File: src/timer8_map.vh
// register offsets, field positions, reset values and mode codes
// of the 8-bit waveform timer; included by the timer top module
`ifndef TIMER8_MAP_VH
`define TIMER8_MAP_VH

`define OFS_OUT_MODE_CTRL   8'h24
`define OFS_CLK_FORCE_CTRL  8'h25
`define OFS_COUNT_VALUE     8'h26
`define OFS_CMP_VALUE_A     8'h27
`define OFS_CMP_VALUE_B     8'h28
`define OFS_IRQ_MASK        8'h6e
`define OFS_IRQ_STATUS      8'h35

`define CHAN_A_MSB          7
`define CHAN_A_LSB          6
`define CHAN_B_MSB          5
`define CHAN_B_LSB          4
`define WAVE_LOW_MSB        1
`define WAVE_LOW_LSB        0
`define WAVE_TOP_BIT        3
`define CLK_SEL_MSB         2
`define CLK_SEL_LSB         0

`define FLAG_OVF            0
`define FLAG_MATCH_A        1
`define FLAG_MATCH_B        2

`define RST_BYTE            8'h00
`define CNT_MAX             8'hff
`define CNT_BOTTOM          8'h00

`define MODE_NORMAL         3'h0
`define MODE_PC_FF          3'h1
`define MODE_CLEAR_MATCH    3'h2
`define MODE_FAST_FF        3'h3
`define MODE_PC_CMPA        3'h5
`define MODE_FAST_CMPA      3'h7

`endif

File: src/timer8_waveform_output_control.v
// 8-bit timer/counter with compare outputs and waveform generation
// assumes a single-cycle register port and one free-running clock;
// the tick enable comes from an outside prescaler on the same clock
//
// Our own choice: the plain strobed port.
`include "timer8_map.vh"

module timer8_waveform_output_control (
    // clock and reset
    input  wire       sys_clk,
    input  wire       rstn,
    // prescaled tick from the clock divider
    input  wire       timerTickEnable,
    // register port
    input  wire [7:0] regAddr,
    input  wire [7:0] regWrData,
    input  wire       regWrStb,
    input  wire       regRdStb,
    output reg  [7:0] regRdData,
    // compare output pins
    output reg        cmpOutAPin,
    output reg        cmpOutAPinOe,
    output reg        cmpOutBPin,
    output reg        cmpOutBPinOe,
    // interrupt
    output reg        irq
);

    reg  [7:0] modeCtrl_r;
    reg        waveTopBit_r;
    reg  [2:0] clkSel_r;
    reg  [7:0] count_r;
    reg  [7:0] cmpA_r;
    reg  [7:0] cmpB_r;
    reg  [7:0] cmpABuf_r;
    reg  [7:0] cmpBBuf_r;
    reg        countDown_r;
    reg        blockMatch_r;
    reg  [2:0] flags_r;
    reg  [2:0] mask_r;
    reg        outA_r;
    reg        outB_r;

    wire [1:0] chanAOutAction = modeCtrl_r[`CHAN_A_MSB:`CHAN_A_LSB];
    wire [1:0] chanBOutAction = modeCtrl_r[`CHAN_B_MSB:`CHAN_B_LSB];
    wire [2:0] waveModeSel = {waveTopBit_r,
                              modeCtrl_r[`WAVE_LOW_MSB:`WAVE_LOW_LSB]};

    // mode classification
    wire isFast = (waveModeSel == `MODE_FAST_FF) ||
                  (waveModeSel == `MODE_FAST_CMPA);
    wire isPhase = (waveModeSel == `MODE_PC_FF) ||
                   (waveModeSel == `MODE_PC_CMPA);
    wire isCtc = (waveModeSel == `MODE_CLEAR_MATCH);
    wire topIsCmpA = waveTopBit_r | isCtc;
    wire [7:0] topVal = topIsCmpA ? cmpA_r : `CNT_MAX;

    // tick qualifies everything; clock select zero stops the timer
    wire tick = timerTickEnable && (clkSel_r != 3'h0);
    wire atTop = (count_r == topVal);
    wire atBottom = (count_r == `CNT_BOTTOM);
    wire matchA = tick && !blockMatch_r && (count_r == cmpA_r);
    wire matchB = tick && !blockMatch_r && (count_r == cmpB_r);

    wire wrCount = regWrStb && (regAddr == `OFS_COUNT_VALUE);
    wire wrCmpA = regWrStb && (regAddr == `OFS_CMP_VALUE_A);
    wire wrCmpB = regWrStb && (regAddr == `OFS_CMP_VALUE_B);
    wire wrFlags = regWrStb && (regAddr == `OFS_IRQ_STATUS);

    // next counter value and direction
    reg  [7:0] countNxt;
    reg        countDownNxt;
    always @* begin
        countNxt = count_r;
        countDownNxt = countDown_r;
        if (tick) begin
            if (isPhase) begin
                // direction turns at each end with no tick held
                if (!countDown_r && atTop) begin
                    countDownNxt = 1'b1;
                    countNxt = count_r - 8'h01;
                end else if (countDown_r && atBottom) begin
                    countDownNxt = 1'b0;
                    countNxt = count_r + 8'h01;
                end else if (countDown_r) begin
                    countNxt = count_r - 8'h01;
                end else begin
                    countNxt = count_r + 8'h01;
                end
            end else if ((isFast || isCtc) && atTop) begin
                countNxt = `CNT_BOTTOM;
                countDownNxt = 1'b0;
            end else begin
                countNxt = count_r + 8'h01;
                countDownNxt = 1'b0;
            end
        end
    end

    // compare reload moments
    wire reloadNow = tick && ((isPhase && atTop) ||
                              (isFast && atTop));

    // overflow moment
    reg ovfEvent;
    always @* begin
        ovfEvent = 1'b0;
        if (tick) begin
            if (isPhase) begin
                ovfEvent = countDown_r && atBottom;
            end else if (waveModeSel == `MODE_FAST_CMPA) begin
                ovfEvent = atTop;
            end else begin
                ovfEvent = (count_r == `CNT_MAX);
            end
        end
    end

    // flag events; A flags on every match incl. as top
    wire [2:0] flagSet;
    assign flagSet[`FLAG_OVF] = ovfEvent;
    assign flagSet[`FLAG_MATCH_A] = matchA;
    assign flagSet[`FLAG_MATCH_B] = matchB;

    // per-channel waveform next value
    function wavNext;
        input       cur;
        input [1:0] act;
        input       match;
        input       cmpIsTop;
        input       chanA;
        reg         hit;
        begin
            wavNext = cur;
            if (isFast) begin
                hit = match && !(cmpIsTop && act[1]);
                if (act == 2'b01) begin
                    if (chanA && waveTopBit_r && hit) begin
                        wavNext = ~cur;
                    end
                end else if (act[1]) begin
                    if (hit) begin
                        wavNext = act[0];
                    end else if (tick && atTop) begin
                        wavNext = ~act[0];
                    end
                end
            end else if (isPhase) begin
                if (act == 2'b01) begin
                    if (chanA && waveTopBit_r && match) begin
                        wavNext = ~cur;
                    end
                end else if (act[1]) begin
                    if (cmpIsTop) begin
                        if (tick && atTop && !countDown_r) begin
                            wavNext = act[0];
                        end
                    end else if (match) begin
                        wavNext = countDown_r ? ~act[0] : act[0];
                    end
                end
            end else if (match) begin
                case (act)
                    2'b01: wavNext = ~cur;
                    2'b10: wavNext = 1'b0;
                    2'b11: wavNext = 1'b1;
                    default: wavNext = cur;
                endcase
            end
        end
    endfunction

    wire outANxt = wavNext(outA_r, chanAOutAction, matchA,
                           cmpA_r == topVal, 1'b1);
    wire outBNxt = wavNext(outB_r, chanBOutAction, matchB,
                           cmpB_r == topVal, 1'b0);

    // read mux
    reg [7:0] rdNxt;
    always @* begin
        rdNxt = 8'h00;
        if (regAddr == `OFS_OUT_MODE_CTRL) begin
            rdNxt = {modeCtrl_r[7:4], 2'b00, modeCtrl_r[1:0]};
        end else if (regAddr == `OFS_CLK_FORCE_CTRL) begin
            rdNxt = {4'h0, waveTopBit_r, clkSel_r};
        end else if (regAddr == `OFS_COUNT_VALUE) begin
            rdNxt = count_r;
        end else if (regAddr == `OFS_CMP_VALUE_A) begin
            rdNxt = cmpABuf_r;
        end else if (regAddr == `OFS_CMP_VALUE_B) begin
            rdNxt = cmpBBuf_r;
        end else if (regAddr == `OFS_IRQ_MASK) begin
            rdNxt = {5'h00, mask_r};
        end else if (regAddr == `OFS_IRQ_STATUS) begin
            rdNxt = {5'h00, flags_r};
        end
    end

    wire [2:0] flagsNxt = (flags_r & ~(wrFlags ? regWrData[2:0] : 3'h0))
                          | flagSet;
    // mask write takes effect on irq at the same edge as the flag update
    wire       wrMask = regWrStb && (regAddr == `OFS_IRQ_MASK);
    wire [2:0] maskNxt = wrMask ? regWrData[2:0] : mask_r;
    wire bufferedCmp = isFast || isPhase;

    always @(posedge sys_clk or negedge rstn) begin
        if (!rstn) begin
            modeCtrl_r <= `RST_BYTE;
            waveTopBit_r <= 1'b0;
            clkSel_r <= 3'h0;
            count_r <= `RST_BYTE;
            cmpA_r <= `RST_BYTE;
            cmpB_r <= `RST_BYTE;
            cmpABuf_r <= `RST_BYTE;
            cmpBBuf_r <= `RST_BYTE;
            countDown_r <= 1'b0;
            blockMatch_r <= 1'b0;
            flags_r <= 3'h0;
            mask_r <= 3'h0;
            outA_r <= 1'b0;
            outB_r <= 1'b0;
            regRdData <= `RST_BYTE;
            cmpOutAPin <= 1'b0;
            cmpOutAPinOe <= 1'b0;
            cmpOutBPin <= 1'b0;
            cmpOutBPinOe <= 1'b0;
            irq <= 1'b0;
        end else begin
            if (regWrStb && regAddr == `OFS_OUT_MODE_CTRL) begin
                modeCtrl_r <= {regWrData[7:4], 2'b00, regWrData[1:0]};
            end
            if (regWrStb && regAddr == `OFS_CLK_FORCE_CTRL) begin
                waveTopBit_r <= regWrData[`WAVE_TOP_BIT];
                clkSel_r <= regWrData[`CLK_SEL_MSB:`CLK_SEL_LSB];
            end
            if (wrMask) begin
                mask_r <= regWrData[2:0];
            end
            // a counter write blocks the match on the next tick
            if (wrCount) begin
                count_r <= regWrData;
                blockMatch_r <= 1'b1;
            end else begin
                count_r <= countNxt;
                countDown_r <= countDownNxt;
                if (tick) begin
                    blockMatch_r <= 1'b0;
                end
            end
            if (wrCmpA) begin
                cmpABuf_r <= regWrData;
            end
            if (wrCmpB) begin
                cmpBBuf_r <= regWrData;
            end
            // immediate in non-PWM modes, else at top
            if (!bufferedCmp || reloadNow) begin
                cmpA_r <= wrCmpA ? regWrData : cmpABuf_r;
                cmpB_r <= wrCmpB ? regWrData : cmpBBuf_r;
            end
            flags_r <= flagsNxt;
            outA_r <= outANxt;
            outB_r <= outBNxt;
            if (regRdStb) begin
                regRdData <= rdNxt;
            end else begin
                regRdData <= `RST_BYTE;
            end
            cmpOutAPin <= outANxt;
            cmpOutBPin <= outBNxt;
            cmpOutAPinOe <= (chanAOutAction != 2'b00);
            cmpOutBPinOe <= (chanBOutAction != 2'b00);
            irq <= |(flagsNxt & maskNxt);
        end
    end

endmodule

File: config.mk
export PLATFORM = sky130hd
export DESIGN_NAME = timer8_waveform_output_control
export DESIGN_NICKNAME = d
export VERILOG_FILES = /design/src/timer8_waveform_output_control.v
export VERILOG_INCLUDE_DIRS = /design/src
export SDC_FILE = /design/constraint.sdc
export NUM_CORES = 1
export LEC_CHECK = 0
export ABC_AREA = 1
export BUFFER_PORTS_ARGS = -buffer_cell sky130_fd_sc_hd__buf_2
export CORE_ASPECT_RATIO = 0.8
export CORE_MARGIN = 2
export CORE_UTILIZATION = 35
export CTS_BUF_LIST = sky130_fd_sc_hd__clkbuf_4 sky130_fd_sc_hd__clkbuf_8 sky130_fd_sc_hd__clkbuf_16
export DETAILED_ROUTE_END_ITERATION = 10
export PLACE_DENSITY = 0.54
export SYNTH_ARGS = -nofsm -noshare
export SYNTH_HDL_FRONTEND = slang
export SYNTH_SLANG_ARGS = --single-unit
File: constraint.sdc
create_clock -name sys_clk -period 2.7 [get_ports sys_clk]
set_input_delay 0 -clock sys_clk [delete_from_list [all_inputs] [get_ports sys_clk]]
set_output_delay 0 -clock sys_clk [all_outputs]
set_load 0.05 [all_outputs]
=== Word level (Yosys, flattened, before mapping) ===
Cells that the tools add are included.

* Output and inout bits: 13
* Register bits: 71
* Word-level logic and storage cells: 176
* Input port bits: 21

* Add/subtract/negate cells: 2
* Equal/unequal tests: 37
* Bitwise operators: 10
* Multiplexer cells: 58
* Reduce and logical (&&, ||, !) cells: 51

{| class="wikitable"
|+ Operator list
! kind !! count
|-
| $mux W8 || 16
|-
| $eq A8 B6 Y1 const B || 6
|-
| $eq A8 B8 Y1 || 5
|-
| $mux W1 || 36
|-
| $logic_and A1 B1 Y1 || 25
|-
| $reduce_and A9 Y1 || 2
|-
| $mux W3 || 4
|-
| $reduce_bool A5 Y1 || 2
|-
| $ne A3 B2 Y1 const B || 3
|-
| $reduce_bool A3 Y1 || 3
|-
| $add A8 B1 Y8 const B || 1
|-
| $eq A2 B2 Y1 const B || 4
|-
| $eq A8 B7 Y1 const B || 1
|-
| $eq A8 B8 Y1 const B || 1
|-
| $logic_not A8 Y1 || 1
|-
| $ne A2 B2 Y1 const B || 4
|-
| $ne A4 B3 Y1 const B || 2
|-
| $reduce_bool A4 Y1 || 2
|-
| $sub A8 B1 Y8 const B || 1
|-
| $and A3 B3 Y3 || 2
|-
| $eq A3 B2 Y1 const B || 2
|-
| $eq A3 B3 Y1 const B || 2
|-
| $logic_or A1 B1 Y1 || 6
|-
| $ne A3 B1 Y1 const B || 2
|-
| other kinds (13) || 25
|}

=== Logic depth before layout (Yosys ltp) ===
Gate-level depths: netlist (run 1).

* Depth after elaboration: 12
* Depth in mapped cells: 18
* Depth with buffers taken out: 17

=== Worst setup path after synthesis (run 1) ===
No wires, ideal clock.

* Path kind: reg-to-reg
* From: register modeCtrl_r[0]
* To: register count_r[7]
* Arrival: 1,705 ps
* Period minus slack after synthesis: 1,822 ps
* Library setup time: 117 ps
* Cell stages (with the launch flop): 16
* Path slack: 878 ps
* Cells stage by stage: dfrtp_1 -> inv_2 -> nand2_2 -> nand2_2 -> buf_2 -> nand3_1 -> nand2_1 -> nand3_2 -> nor2_4 -> nand3_4 -> o21ai_2 -> nand2_2 -> clkinv_1 -> nand2_1 -> nand3_1 -> nand2_1

* Longest elaborated chain between the ends: 9
* Elaborated cells on any way between the ends: 18
* Those cells by class: eq/ne: 6; mux: 6; bitwise: 1; reduce/logical: 5

{| class="wikitable"
|+ RTL lines
! element !! line !! text
|-
| start: declaration || timer8_waveform_output_control.v:29 || <nowiki>reg [7:0] modeCtrl_r;</nowiki>
|-
| start signal: assignment || timer8_waveform_output_control.v:208 || <nowiki>modeCtrl_r <= `RST_BYTE;</nowiki>
|-
| start signal: assignment || timer8_waveform_output_control.v:230 || <nowiki>modeCtrl_r <= {regWrData[7:4], 2'b00, regWrData[1:0]};</nowiki>
|-
| $eq A3 B2 Y1 (no source line) || -- ||
|-
| $or A1 B1 Y1 || timer8_waveform_output_control.v:55 || <nowiki>wire topIsCmpA = waveTopBit_r | isCtc;</nowiki>
|-
| $mux W8 (no source line) || -- ||
|-
| $eq A8 B8 Y1 || timer8_waveform_output_control.v:60 || <nowiki>wire atTop = (count_r == topVal);</nowiki>
|-
| $logic_and A1 B1 Y1, on equally long branches || timer8_waveform_output_control.v:90, timer8_waveform_output_control.v:79 ||
|-
| $mux W8, on equally long branches || timer8_waveform_output_control.v:90, timer8_waveform_output_control.v:79 ||
|-
| $mux W8 (*) || timer8_waveform_output_control.v:77 || <nowiki>if (isPhase) begin</nowiki>
|-
| $mux W8 (*) || timer8_waveform_output_control.v:76 || <nowiki>if (tick) begin</nowiki>
|-
| $mux W8 (*) || timer8_waveform_output_control.v:240 || <nowiki>if (wrCount) begin</nowiki>
|-
| end signal: assignment || timer8_waveform_output_control.v:211 || <nowiki>count_r <= `RST_BYTE;</nowiki>
|-
| end signal: assignment || timer8_waveform_output_control.v:241 || <nowiki>count_r <= regWrData;</nowiki>
|-
| end signal: assignment || timer8_waveform_output_control.v:244 || <nowiki>count_r <= countNxt;</nowiki>
|-
| end: declaration || timer8_waveform_output_control.v:32 || <nowiki>reg [7:0] count_r;</nowiki>
|}

Mark *: on every way between the ends. The rest lies on a longest branch, timed or not. The select of a mux whose other input is x is not followed.
A chain may end at the register's enable or synchronous reset.

=== Worst setup path after layout (run 1) ===
* From: register modeCtrl_r[1]
* To: register cmpA_r[3]

* Longest elaborated chain between the ends: 8
* Elaborated cells on any way between the ends: 17
* Those cells by class: eq/ne: 6; mux: 1; bitwise: 1; reduce/logical: 9

{| class="wikitable"
|+ RTL lines
! element !! line !! text
|-
| $eq A3 B2 Y1 (no source line) || -- ||
|-
| $or A1 B1 Y1 || timer8_waveform_output_control.v:55 ||
|-
| $mux W8 (no source line) || -- ||
|-
| $eq A8 B8 Y1 || timer8_waveform_output_control.v:60 ||
|-
| $logic_and A1 B1 Y1, on equally long branches || timer8_waveform_output_control.v:101, timer8_waveform_output_control.v:102 ||
|-
| $logic_or A1 B1 Y1 || timer8_waveform_output_control.v:101 || <nowiki>wire reloadNow = tick && ((isPhase && atTop) ||</nowiki>
|-
| $logic_and A1 B1 Y1 || timer8_waveform_output_control.v:101 ||
|-
| $logic_or A1 B1 Y1 (*) || timer8_waveform_output_control.v:257 || <nowiki>if (!bufferedCmp || reloadNow) begin</nowiki>
|-
| end signal: assignment || timer8_waveform_output_control.v:212 || <nowiki>cmpA_r <= `RST_BYTE;</nowiki>
|-
| end signal: assignment || timer8_waveform_output_control.v:258 || <nowiki>cmpA_r <= wrCmpA ? regWrData : cmpABuf_r;</nowiki>
|-
| end: declaration || timer8_waveform_output_control.v:33 || <nowiki>reg [7:0] cmpA_r;</nowiki>
|}

Mark *: on every way between the ends. The rest lies on a longest branch, timed or not.

==> summary.txt, run 1 <==
Synthesis
  – Cell taking the most area after synthesis: dfrtp_1
  – Synthesized cell area: 4454 µm²
  – Ys async rst share: 1.000
  – Yosys warns: 0
  – Seq cells post-synth: 71
  – Avg Inst Size Synth: 6.769 µm²
  – Post-synth EDFFs: 0
  – Synth Flop Type: dfrtp_1
  – Syn Nets: 681
  – Number of library cell types mapped by synthesis: 36
  – Share of the synthesized area in the top cell type: 0.3989
  – Post-synthesis sequential area ratio: 0.3989
  – Synth area leaders: dfrtp_1 40%, nand2_1 20%, inv_1 6.2%
  – Mapped Cells: 658

Worst hold path
  – Hold Path Class: in -> reg

Power
  – Power per cell area: 676.6 nW/µm²
  – P_leak: 2.520 nW
  – Total power draw: 3.450 mW
  – Max IR drop VDD: 0.0004909 V

Global routing
  – Largest net degree at the start of global routing: 72
  – Initial antenna violation count: 0
  – First-pass GRT wire length: 22.37 mm
  – Vias in the first global route: 4,164
  – Overflow after GRT: 0
  – Overall Global Routing Usage: 0.2164

Clock network
  – CTS resizes: 0
  – CTS tree: built
  – Max Buffers Root-to-Sink: 2
  – CTS Sinks: 71
  – CTS H-tree lvls: 3
  – Root Driver: clkbuf_16
  – Clock transition at the registers of the reported paths: 0.07 ns
  – Total CTS buffers: 9
  – Worst-Skew Late Latency: 0.34 ns

Die
  – Die area: 13,650 µm²
  – Row count: 36
  – Die extent in x: 130.1 µm
  – Core Region: 12,300 µm²
  – Die Height: 104.9 µm
  – Starting Density: 0.3622
  – # IOs: 34

STA
  – Final setup viols: 0
  – Count of pins over their slew limit: 0
  – Fin crit period: 2.367 ns
  – Fin crit share: 0.8767
  – F_max: 0.4225 GHz
  – Clk_skew: 0.009764 ns
  – Fin. Hold Viols: 0
  – Unrepaired setup endpoints after global routing: false
  – Max_slew headroom: 0.3819
  – TNS Setup: 0 ns
  – Worst Tran Pin Value: 0.9271 ns

Flow run
  – Total of max-cap violations: 0

Drt
  – Final wirelength: 13.99 mm
  – Initial DRC count: 319
  – Antenna viol nets, final: 0
  – Via count of the routed design: 4,458
  – 1st-pass router iterations: 5
  – DRC: 0
  – DR vias/cell: 5.118
  – DR WL/cell: 16.06 µm

Critical path
  – Crit path max fanout: 32
  – Worst Path Arrival: 2.61 ns
  – Crit path cell chain: nand2_2, nand2_2, nand2_1, nand2_1, nand3_2, nor2_4, nand3_2, nand2_2, nand2_1, o21ai_1
  – CP Launch Type: flip-flop
  – CP endpoint kind: flip-flop
  – CP delay by family, top: simple AND/OR/NAND/NOR gates
  – Setup Crit Path Kind: reg -> reg
  – Buffers & Inverters on Critical Path: 0
  – Worst path max stage delay: 0.47 ns
  – Crit path required time: 2.94 ns
  – Slowest-stage cell, CP: dfrtp_1

Cells and area
  – Layout overhead on the synthesized area: 14.49%
  – Post-Layout Inst Area: 5100 µm²
  – Ant diodes: 0
  – Nets: 718
  – FILL cells: 1,331
  – Share of layout cells above drive strength 1: 0.1086

Placed design
  – Port bufs: 33
  – Final GP Congestion: 0.9299
  – Post-placement cell area: 4806 µm²
  – Hpwl dp: 10.68 mm

Outcome
  – Status: finished clean
[cell type report]
class,instances,area (µm²),share of cell area
inverters,84,315.3,0.06183
clock buffers,9,225.2,0.04416
repair buffers,42,240.2,0.04710
multi-input cells,487,2280,0.4470
clock inverters,7,48.80,0.009568
well taps,171,214.0,0.04195
flip-flops and latches,71,1777,0.3484
[synth_stat cells, drive strengths merged (2+ instances only)]
master / count
a21oi: 19
a221oi: 4
buf: 9
clkbuf: 7
clkinv: 6
dfrtp: 71
ha: 2
inv: 78
nand2: 240
nand3: 57
nand4: 9
nor2: 47
nor3: 6
o21ai: 74
o22ai: 5
or2: 2
xor2: 14
[per-layer routing]
layer  vias to the layer above  wire, µm  GRT usage
met5                         -         0          0
met4                         0       194    0.05146
li1                       2192         -          -
met2                       152      5974     0.3201
met3                        13       975    0.04608
met1                      2101      6843     0.3212
[per-stage QoR]
| stage | instances | setup slack, ns | utilization | hold WS [ns] |
|---|---|---|---|---|
| 6_report | 871 | 0.3329 | 0.4147 | 0.04994 |
| 5_1_grt | 871 | 0.06388 | 0.4147 | 0.04414 |
| 4_1_cts | 871 | 0.3612 | 0.4147 | 0.03720 |
| 3_5_place_dp | 853 | 0.3797 | 0.3908 | 0.2024 |
| 3_3_place_gp | 853 | 0.4414 | 0.3908 | 0.2004 |
| 2_1_floorplan | 658 | 0.8780 | - | -0.2956 |
[cell families (layout without fill, tap and decap cells)]
kind of cell	after synthesis	after routing	share of synthesized area
AND/OR/NAND/NOR	362	362	0.3458
AO/OA/AOI/OAI	109	109	0.1329
buffers and inverters	100	142	0.08933
flip-flops	71	71	0.3989
XOR/XNOR	14	14	0.02753
adder cells (fa/ha/maj)	2	2	0.005617
[final timing paths]
kind	startpoint	endpoint	slack (ns)	cells after the start
worst max-delay path	modeCtrl_r[1]	cmpA_r[3]	0.33	10
max in group asynchronous	rstn	cmpB_r[7]	1.74	2
worst max register to register	modeCtrl_r[1]	cmpA_r[3]	0.33	10
min in group asynchronous	rstn	regRdData[7]	0.34	2
worst min register to register	blockMatch_r	blockMatch_r	0.49	2
worst min-delay path	regWrData[6]	modeCtrl_r[6]	0.05	3
[tightest hold or removal path, cell delays in order]
cell	delay, ns
buf_2	0.13
inv_1	0.12
o21ai_0	0.09
[cells in the final DEF (no fill, tap or decap), types with 14 or more instances in the layout]
cell type and count:
a21oi_1 19, buf_2 32, dfrtp_1 71, inv_1 74, nand2_1 235, nand3_1 54, nor2_1 44, o21ai_0 54
o21ai_1 19, xor2_1 14
[state kept, by name, summed over array words and instances, names as in the netlist, 3 cells and up]
signal,cells
cmpBBuf_r,8
count_r,8
flags_r,3
modeCtrl_r,6
regRdData,8
clkSel_r,3
cmpABuf_r,8
cmpA_r,8
mask_r,3
cmpB_r,8
[report_power, final]
part,switching [mW],total [mW],internal (mW)
combinational,0.686,1.02,0.331
clock,0.493,1.12,0.624
sequential,0.159,1.32,1.16
total,1.34,3.45,2.11
[timing repair]
action,CTS,global route
hold buffers,2,0
hold endpoints to repair,74,0
setup buffers,0,0
(Power assumes the default switching activity.)
==> inputs of run 2 (changes only) <==
--- a/config.mk
+++ b/config.mk
@@ -10,10 +10,10 @@
 export BUFFER_PORTS_ARGS = -buffer_cell sky130_fd_sc_hd__buf_2
 export CORE_ASPECT_RATIO = 0.8
 export CORE_MARGIN = 2
-export CORE_UTILIZATION = 35
+export CORE_UTILIZATION = 65
 export CTS_BUF_LIST = sky130_fd_sc_hd__clkbuf_4 sky130_fd_sc_hd__clkbuf_8 sky130_fd_sc_hd__clkbuf_16
 export DETAILED_ROUTE_END_ITERATION = 10
-export PLACE_DENSITY = 0.54
+export PLACE_DENSITY = 0.88
 export SYNTH_ARGS = -nofsm -noshare
 export SYNTH_HDL_FRONTEND = slang
 export SYNTH_SLANG_ARGS = --single-unit
==> summary.txt, run 2 (synthesis gave the netlist of run 1 again) <==
Outcome
  – Status: finished clean

Clock network
  – Clock transition at the registers of the reported paths: 0.08 ns (about the same)
  – Total CTS buffers: 9 (unchanged)
  – CTS Sinks: 71 (unchanged)
  – CTS tree: built
  – Post-CTS Setup Bufs: 0 (unchanged)
  – Worst-Skew Late Latency: 0.36 ns (+0.02 ns)
  – CTS H-tree lvls: 3 (unchanged)
  – CTS resizes: 0 (unchanged)
  – Max Buffers Root-to-Sink: 2 (unchanged)
  – Root Driver: clkbuf_8

Power
  – Power per cell area: 671.8 nW/µm² (-0.71%)
  – Max IR drop VDD: 0.0004307 V (-12%)
  – P_leak: 2.491 nW (-1.2%)
  – Total power draw: 3.311 mW (-4.0%)

STA
  – Fin. Hold Viols: 0 (unchanged)
  – Max_slew headroom: 0.6201 (+0.2381)
  – Count of pins over their slew limit: 0 (unchanged)
  – Unrepaired setup endpoints after global routing: false
  – Final setup viols: 0 (unchanged)
  – F_max: 0.4069 GHz (-3.7%)
  – Fin crit share: 0.9101 (+0.03344)
  – Fin crit period: 2.457 ns (+0.09029 ns)
  – Worst Tran Pin Value: 0.5656 ns (-0.3615 ns)
  – Hold WS: 0.00005557 ns (-0.04989 ns)
  – Clk_skew: 0.01093 ns (+0.001169 ns)
  – TNS Setup: 0 ns (unchanged)

Global routing
  – Vias in the first global route: 4,233 (+1.7%)
  – First-pass GRT wire length: 20.77 mm (-7.2%)
  – Largest net degree at the start of global routing: 33 (-54%)
  – Overall Global Routing Usage: 0.3653 (+0.1488)
  – Overflow after GRT: 0 (unchanged)
  – Initial antenna violation count: 0 (unchanged)

Die
  – Die extent in x: 96.55 µm (-26%)
  – # IOs: 34 (unchanged)
  – Die Height: 78.04 µm (-26%)
  – Core Region: 6506 µm² (-47%)
  – Starting Density: 0.6846 (+0.3224)
  – Die area: 7535 µm² (-45%)
  – Row count: 26 (-28%)

Drt
  – Initial DRC count: 591 (+85%)
  – Via count of the routed design: 4,696 (+5.3%)
  – Antenna viol nets, final: 0 (unchanged)
  – Final wirelength: 13.00 mm (-7.1%)
  – DR WL/cell: 16.62 µm (+3.5%)
  – 1st-pass router iterations: 6 (+1)
  – DRC: 0 (unchanged)
  – DR vias/cell: 6.005 (+17%)

Critical path
  – Slowest-stage cell, CP: dfrtp_1
  – Worst Path Arrival: 2.73 ns (+0.12 ns)
  – Setup Crit Path Kind: reg -> reg
  – Crit path max fanout: 32 (unchanged)
  – Crit path cell chain: inv_2, nand2_2, nand2_2, nand2_1, nand2_1, nand2_1, clkinv_1, nand2_2, nor2_4, nand3_2, nand2_2, nand2_1, o21ai_1
  – CP delay by family, top: simple AND/OR/NAND/NOR gates
  – CP Launch Type: flip-flop
  – Worst path max stage delay: 0.48 ns (about the same)
  – CP endpoint kind: flip-flop
  – Buffers & Inverters on Critical Path: 2 (+2)
  – Crit path required time: 2.98 ns (+0.04 ns)

Cells and area
  – Commonest non-fill, non-tap cells in the layout: 235 x nand2_1, 74 x inv_1, 71 x dfrtp_1
  – Most common cell after layout, fill and taps aside: nand2_1
  – Layout overhead on the synthesized area: 10.65%
  – Nets: 716 (-0.28%)
  – Ant diodes: 0 (unchanged)
  – Share of layout cells above drive strength 1: 0.1060 (-0.002554)

Worst hold path
  – Hold Path Class: in -> reg

Placed design
  – Final GP Congestion: 0.9719 (+4.5%)
  – Hpwl dp: 9.651 mm (-9.7%)
  – Port bufs: 33 (unchanged)

Flow run
  – Total of max-cap violations: 0 (unchanged)
==> run 2: cell count changes in the layout (fill, tap and decap cells not counted), sizes merged <==
cell / delta
buf: -2
bufinv: +2
clkbuf: +1
clkinv: -2
clkinvlp: -1
==> run 2: layer usage <==
layer  up-vias  track usage  routed length, µm
met1      2171       0.5102               5282
met4         0       0.1338                358
met3        45      0.09309               1530
met5         -            0                  0
li1       2186            -                  -
met2       294       0.5521               5828
==> run 2: path summary, 6_finish.rpt <==
path | startpoint | endpoint | slack (ns) | cells after the start
setup / recovery | modeCtrl_r[0] | cmpA_r[5] | 0.24 | 13
hold / removal | regWrData[6] | count_r[6] | 0.00006 | 5
setup reg to reg | modeCtrl_r[0] | cmpA_r[5] | 0.24 | 13
hold reg to reg | blockMatch_r | blockMatch_r | 0.50 | 2
max in group asynchronous | rstn | cmpA_r[2] | 1.86 | 3
min in group asynchronous | rstn | countDown_r | 0.11 | 2
==> run 2: report_power, final <==
part	switching, mW	leakage [nW]	internal [mW]
logic	0.670	1.41	0.314
registers	0.180	0.968	1.16
clock network	0.440	0.117	0.550
==> run 2: worst reg2reg max path: stages (launching register included) <==
cell and delay [ns]:
dfrtp_1 0.48, inv_2 0.12, nand2_2 0.07, nand2_2 0.32
nand2_1 0.13, nand2_1 0.08, nand2_1 0.05, clkinv_1 0.05
nand2_2 0.05, nor2_4 0.18, nand3_2 0.14, nand2_2 0.45
nand2_1 0.15, o21ai_1 0.11
==> run 2: per-stage QoR <==
stage / cell area, µm² / instances / worst slack, ns / utilization
after floorplan: 4454 / 658 / 0.8780 / -
after detailed placement: 4679 / 764 / 0.3256 / 0.7192
after CTS: 4928 / 782 / 0.3048 / 0.7575
after global placement: 4679 / 764 / 0.4657 / 0.7192
after global routing: 4928 / 782 / 0.01676 / 0.7575
final: 4928 / 782 / 0.2427 / 0.7575
==> run 2: timing repair <==
action / in CTS / in global routing
endpoints found under the hold margin: 22 / 0
hold buffers: 2 / 0
setup endpoints to repair: 0 / 0
==> run 2: layout make-up <==
cell class | count | area (µm²)
clock buffers | 10 | 137.6
clock inverters | 6 | 91.34
fillers | 504 | 1578
inverters | 84 | 315.3
multi-input cells | 487 | 2280
flip-flops and latches | 71 | 1777
well taps | 84 | 105.1
repair buffers | 40 | 222.7
==> inputs of run 3 (changes only) <==
--- a/config.mk
+++ b/config.mk
@@ -14,6 +14,7 @@
 export CTS_BUF_LIST = sky130_fd_sc_hd__clkbuf_4 sky130_fd_sc_hd__clkbuf_8 sky130_fd_sc_hd__clkbuf_16
 export DETAILED_ROUTE_END_ITERATION = 10
 export PLACE_DENSITY = 0.88
+export RECOVER_POWER = 100
 export SYNTH_ARGS = -nofsm -noshare
 export SYNTH_HDL_FRONTEND = slang
 export SYNTH_SLANG_ARGS = --single-unit
==> summary.txt, run 3 (synthesis gave the netlist of run 1 again) <==
Clock network
  – CTS tree: built
  – Total CTS buffers: 9 (unchanged)
  – Root Driver: clkbuf_8
  – Post-CTS Setup Bufs: 0 (unchanged)
  – Max Buffers Root-to-Sink: 2 (unchanged)
  – Worst-Skew Late Latency: 0.36 ns (about the same)
  – CTS Sinks: 71 (unchanged)
  – Clock transition at the registers of the reported paths: 0.08 ns (about the same)
  – CTS H-tree lvls: 3 (unchanged)

Power
  – P_leak: 2.421 nW (-2.8%)
  – Max IR drop VDD: 0.0004328 V (+0.47%)
  – Power per cell area: 674.9 nW/µm² (+0.47%)

Critical path
  – Crit path max fanout: 24 (-25%)
  – Worst path max stage delay: 0.48 ns (about the same)
  – Reg2Reg Setup Slack: 0.27 ns (+0.03 ns)
  – CP Launch Type: flip-flop
  – Setup Crit Path Kind: reg -> reg
  – Worst path most repeated cell: nand2_1
  – Buffers & Inverters on Critical Path: 3 (+1)
  – Crit path required time: 2.94 ns (-0.04 ns)
  – R2r endpoint: count_r[7]
  – CP endpoint kind: flip-flop
  – CP delay by family, top: simple AND/OR/NAND/NOR gates
  – Worst Path Arrival: 2.68 ns (-0.05 ns)
  – Critical R2R Launch: modeCtrl_r[0]
  – Slowest-stage cell, CP: dfrtp_1
  – Crit path cell chain: inv_2, nand2_2, nand2_2, nand2_1, nand2_1, nand2_1, clkinv_1, nand2_2, nor2_4, nand3_4, o21ai_1, nand2_2, clkinv_1, nand2_1, nand3_1, nand2_1
  – R2R depth: 16 (+3)

Die
  – Starting Density: 0.6846 (unchanged)
  – # IOs: 34 (unchanged)
  – Core Region: 6506 µm² (unchanged)
  – Row count: 26 (unchanged)
  – Die extent in x: 96.55 µm (unchanged)
  – Die area: 7535 µm² (unchanged)
  – Die Height: 78.04 µm (unchanged)

Outcome
  – Status: complete, but fails checks
  – Violated checks: hold timing

Drt
  – Via count of the routed design: 4,633 (-1.3%)
  – DR WL met2: 5.795 mm (-0.57%)
  – Final wirelength: 12.92 mm (-0.62%)
  – Initial DRC count: 590 (-0.17%)
  – WL met3: 1.504 mm (-1.7%)
  – DRC: 0 (unchanged)
  – 1st-pass router iterations: 7 (+1)
  – DR top layer: met4
  – DR vias/cell: 5.925 (-1.3%)
  – Antenna viol nets, final: 0 (unchanged)
  – Wire length on met1: 5.244 mm (-0.72%)
  – DR WL/cell: 16.52 µm (-0.62%)

STA
  – Fin. Hold Viols: 1 (+1)
  – Count of pins over their slew limit: 0 (unchanged)
  – Hold WS: -0.003808 ns (-0.003864 ns)
  – Worst Tran Pin Value: 1.040 ns (+0.4743 ns)
  – TNS Setup: 0 ns (unchanged)
  – Fin crit period: 2.431 ns (-0.02585 ns)
  – Final setup viols: 0 (unchanged)
  – Clk_skew: 0.01129 ns (+0.0003559 ns)
  – F_max: 0.4113 GHz (+1.1%)
  – Unrepaired setup endpoints after global routing: false
  – Max_slew headroom: 0.3067 (-0.3134)
  – Fin crit share: 0.9006 (-0.009574)

Cells and area
  – Nets: 716 (unchanged)
  – Most common cell after layout, fill and taps aside: nand2_1
  – Layout overhead on the synthesized area: 9.803%
  – Commonest non-fill, non-tap cells in the layout: 235 x nand2_1, 74 x inv_1, 71 x dfrtp_1
  – Ant diodes: 0 (unchanged)
  – Share of layout cells above drive strength 1: 0.07880 (-0.02722)

Worst hold path
  – Min-Delay Path Depth: 5 (unchanged)
  – Worst Hold Endpoint: count_r[6]
  – Hold path start: regWrData[6]
  – Hold Path Class: in -> reg

Global routing
  – Overall Global Routing Usage: 0.3653 (unchanged)
  – Overflow after GRT: 0 (unchanged)
  – First-pass GRT wire length: 20.77 mm (unchanged)
  – Largest net degree at the start of global routing: 33 (unchanged)
  – Initial antenna violation count: 0 (unchanged)
  – Vias in the first global route: 4,233 (unchanged)

Placed design
  – Final GP Congestion: 0.9719 (unchanged)
  – Hpwl dp: 9.651 mm (unchanged)
  – Port bufs: 33 (unchanged)

Flow run
  – Total of max-cap violations: 0 (unchanged)
run 3: changes by cell type in the layout (fill, tap and decap cells not counted):
cell / delta
o21ai_1: -15
nor3_1: +1
nor3_2: -1
buf_2: -16
o21ai_2: -1
clkbuf_2: +2
buf_4: -3
o21ai_0: +16
clkbuf_1: +17
run 3: stage by stage:
step | setup WS, ns | total power [mW] | utilization | area (µm²) | cells
floorplan | 0.8780 | 2.014 | - | 4454 | 658
global placement | 0.4657 | 2.258 | 0.7192 | 4679 | 764
detailed placement | 0.3256 | 2.294 | 0.7192 | 4679 | 764
CTS | 0.3048 | 3.268 | 0.7575 | 4928 | 782
global route | 0.05019 | 3.473 | 0.7517 | 4891 | 782
finish | 0.2685 | 3.301 | 0.7517 | 4891 | 782
run 3: layout make-up:
| type | count | area, µm² |
|---|---|---|
| clock buffer | 10 | 137.6 |
| sequential | 71 | 1777 |
| tap | 84 | 105.1 |
| inverter | 84 | 315.3 |
| timing repair buffer | 40 | 193.9 |
| multi-input combinational | 487 | 2271 |
| fill | 523 | 1615 |
| clock inverter | 6 | 91.34 |
run 3: tightest hold or removal path: stages:
cell     delay (ns)
buf_2          0.09
o21ai_0        0.08
inv_1          0.06
nand2_1        0.05
nand2_1        0.05
run 3: how the worst max path moves through the flow:
stage                       start          to  slack, ns  cells after the start
detailed placement  modeCtrl_r[0]   cmpA_r[2]       0.33                     13
CTS                 modeCtrl_r[0]   cmpA_r[2]       0.30                     13
finish              modeCtrl_r[0]  count_r[7]       0.27                     16
global placement    modeCtrl_r[0]   cmpB_r[1]       0.47                     12
global route        modeCtrl_r[0]   cmpA_r[3]       0.05                     13
floorplan           modeCtrl_r[0]  count_r[7]       0.88                     15
run 3: timing repair:
| item | 4_1_cts | 5_1_grt |
|---|---|---|
| hold endpoints to repair | 22 | 0 |
| resized for setup | 0 | 0 |
| hold buffers | 2 | 0 |
run 3: metal layers:
| layer | up-vias | track usage |
|---|---|---|
| met2 | 287 | 0.5521 |
| met3 | 41 | 0.09309 |
| li1 | 2183 | - |
| met1 | 2122 | 0.5102 |
| met4 | 0 | 0.1338 |
| met5 | - | 0 |
run 3: power breakdown:
group | internal (mW) | switching (mW)
logic | 0.310 | 0.664
registers | 1.16 | 0.179
clock network | 0.550 | 0.442
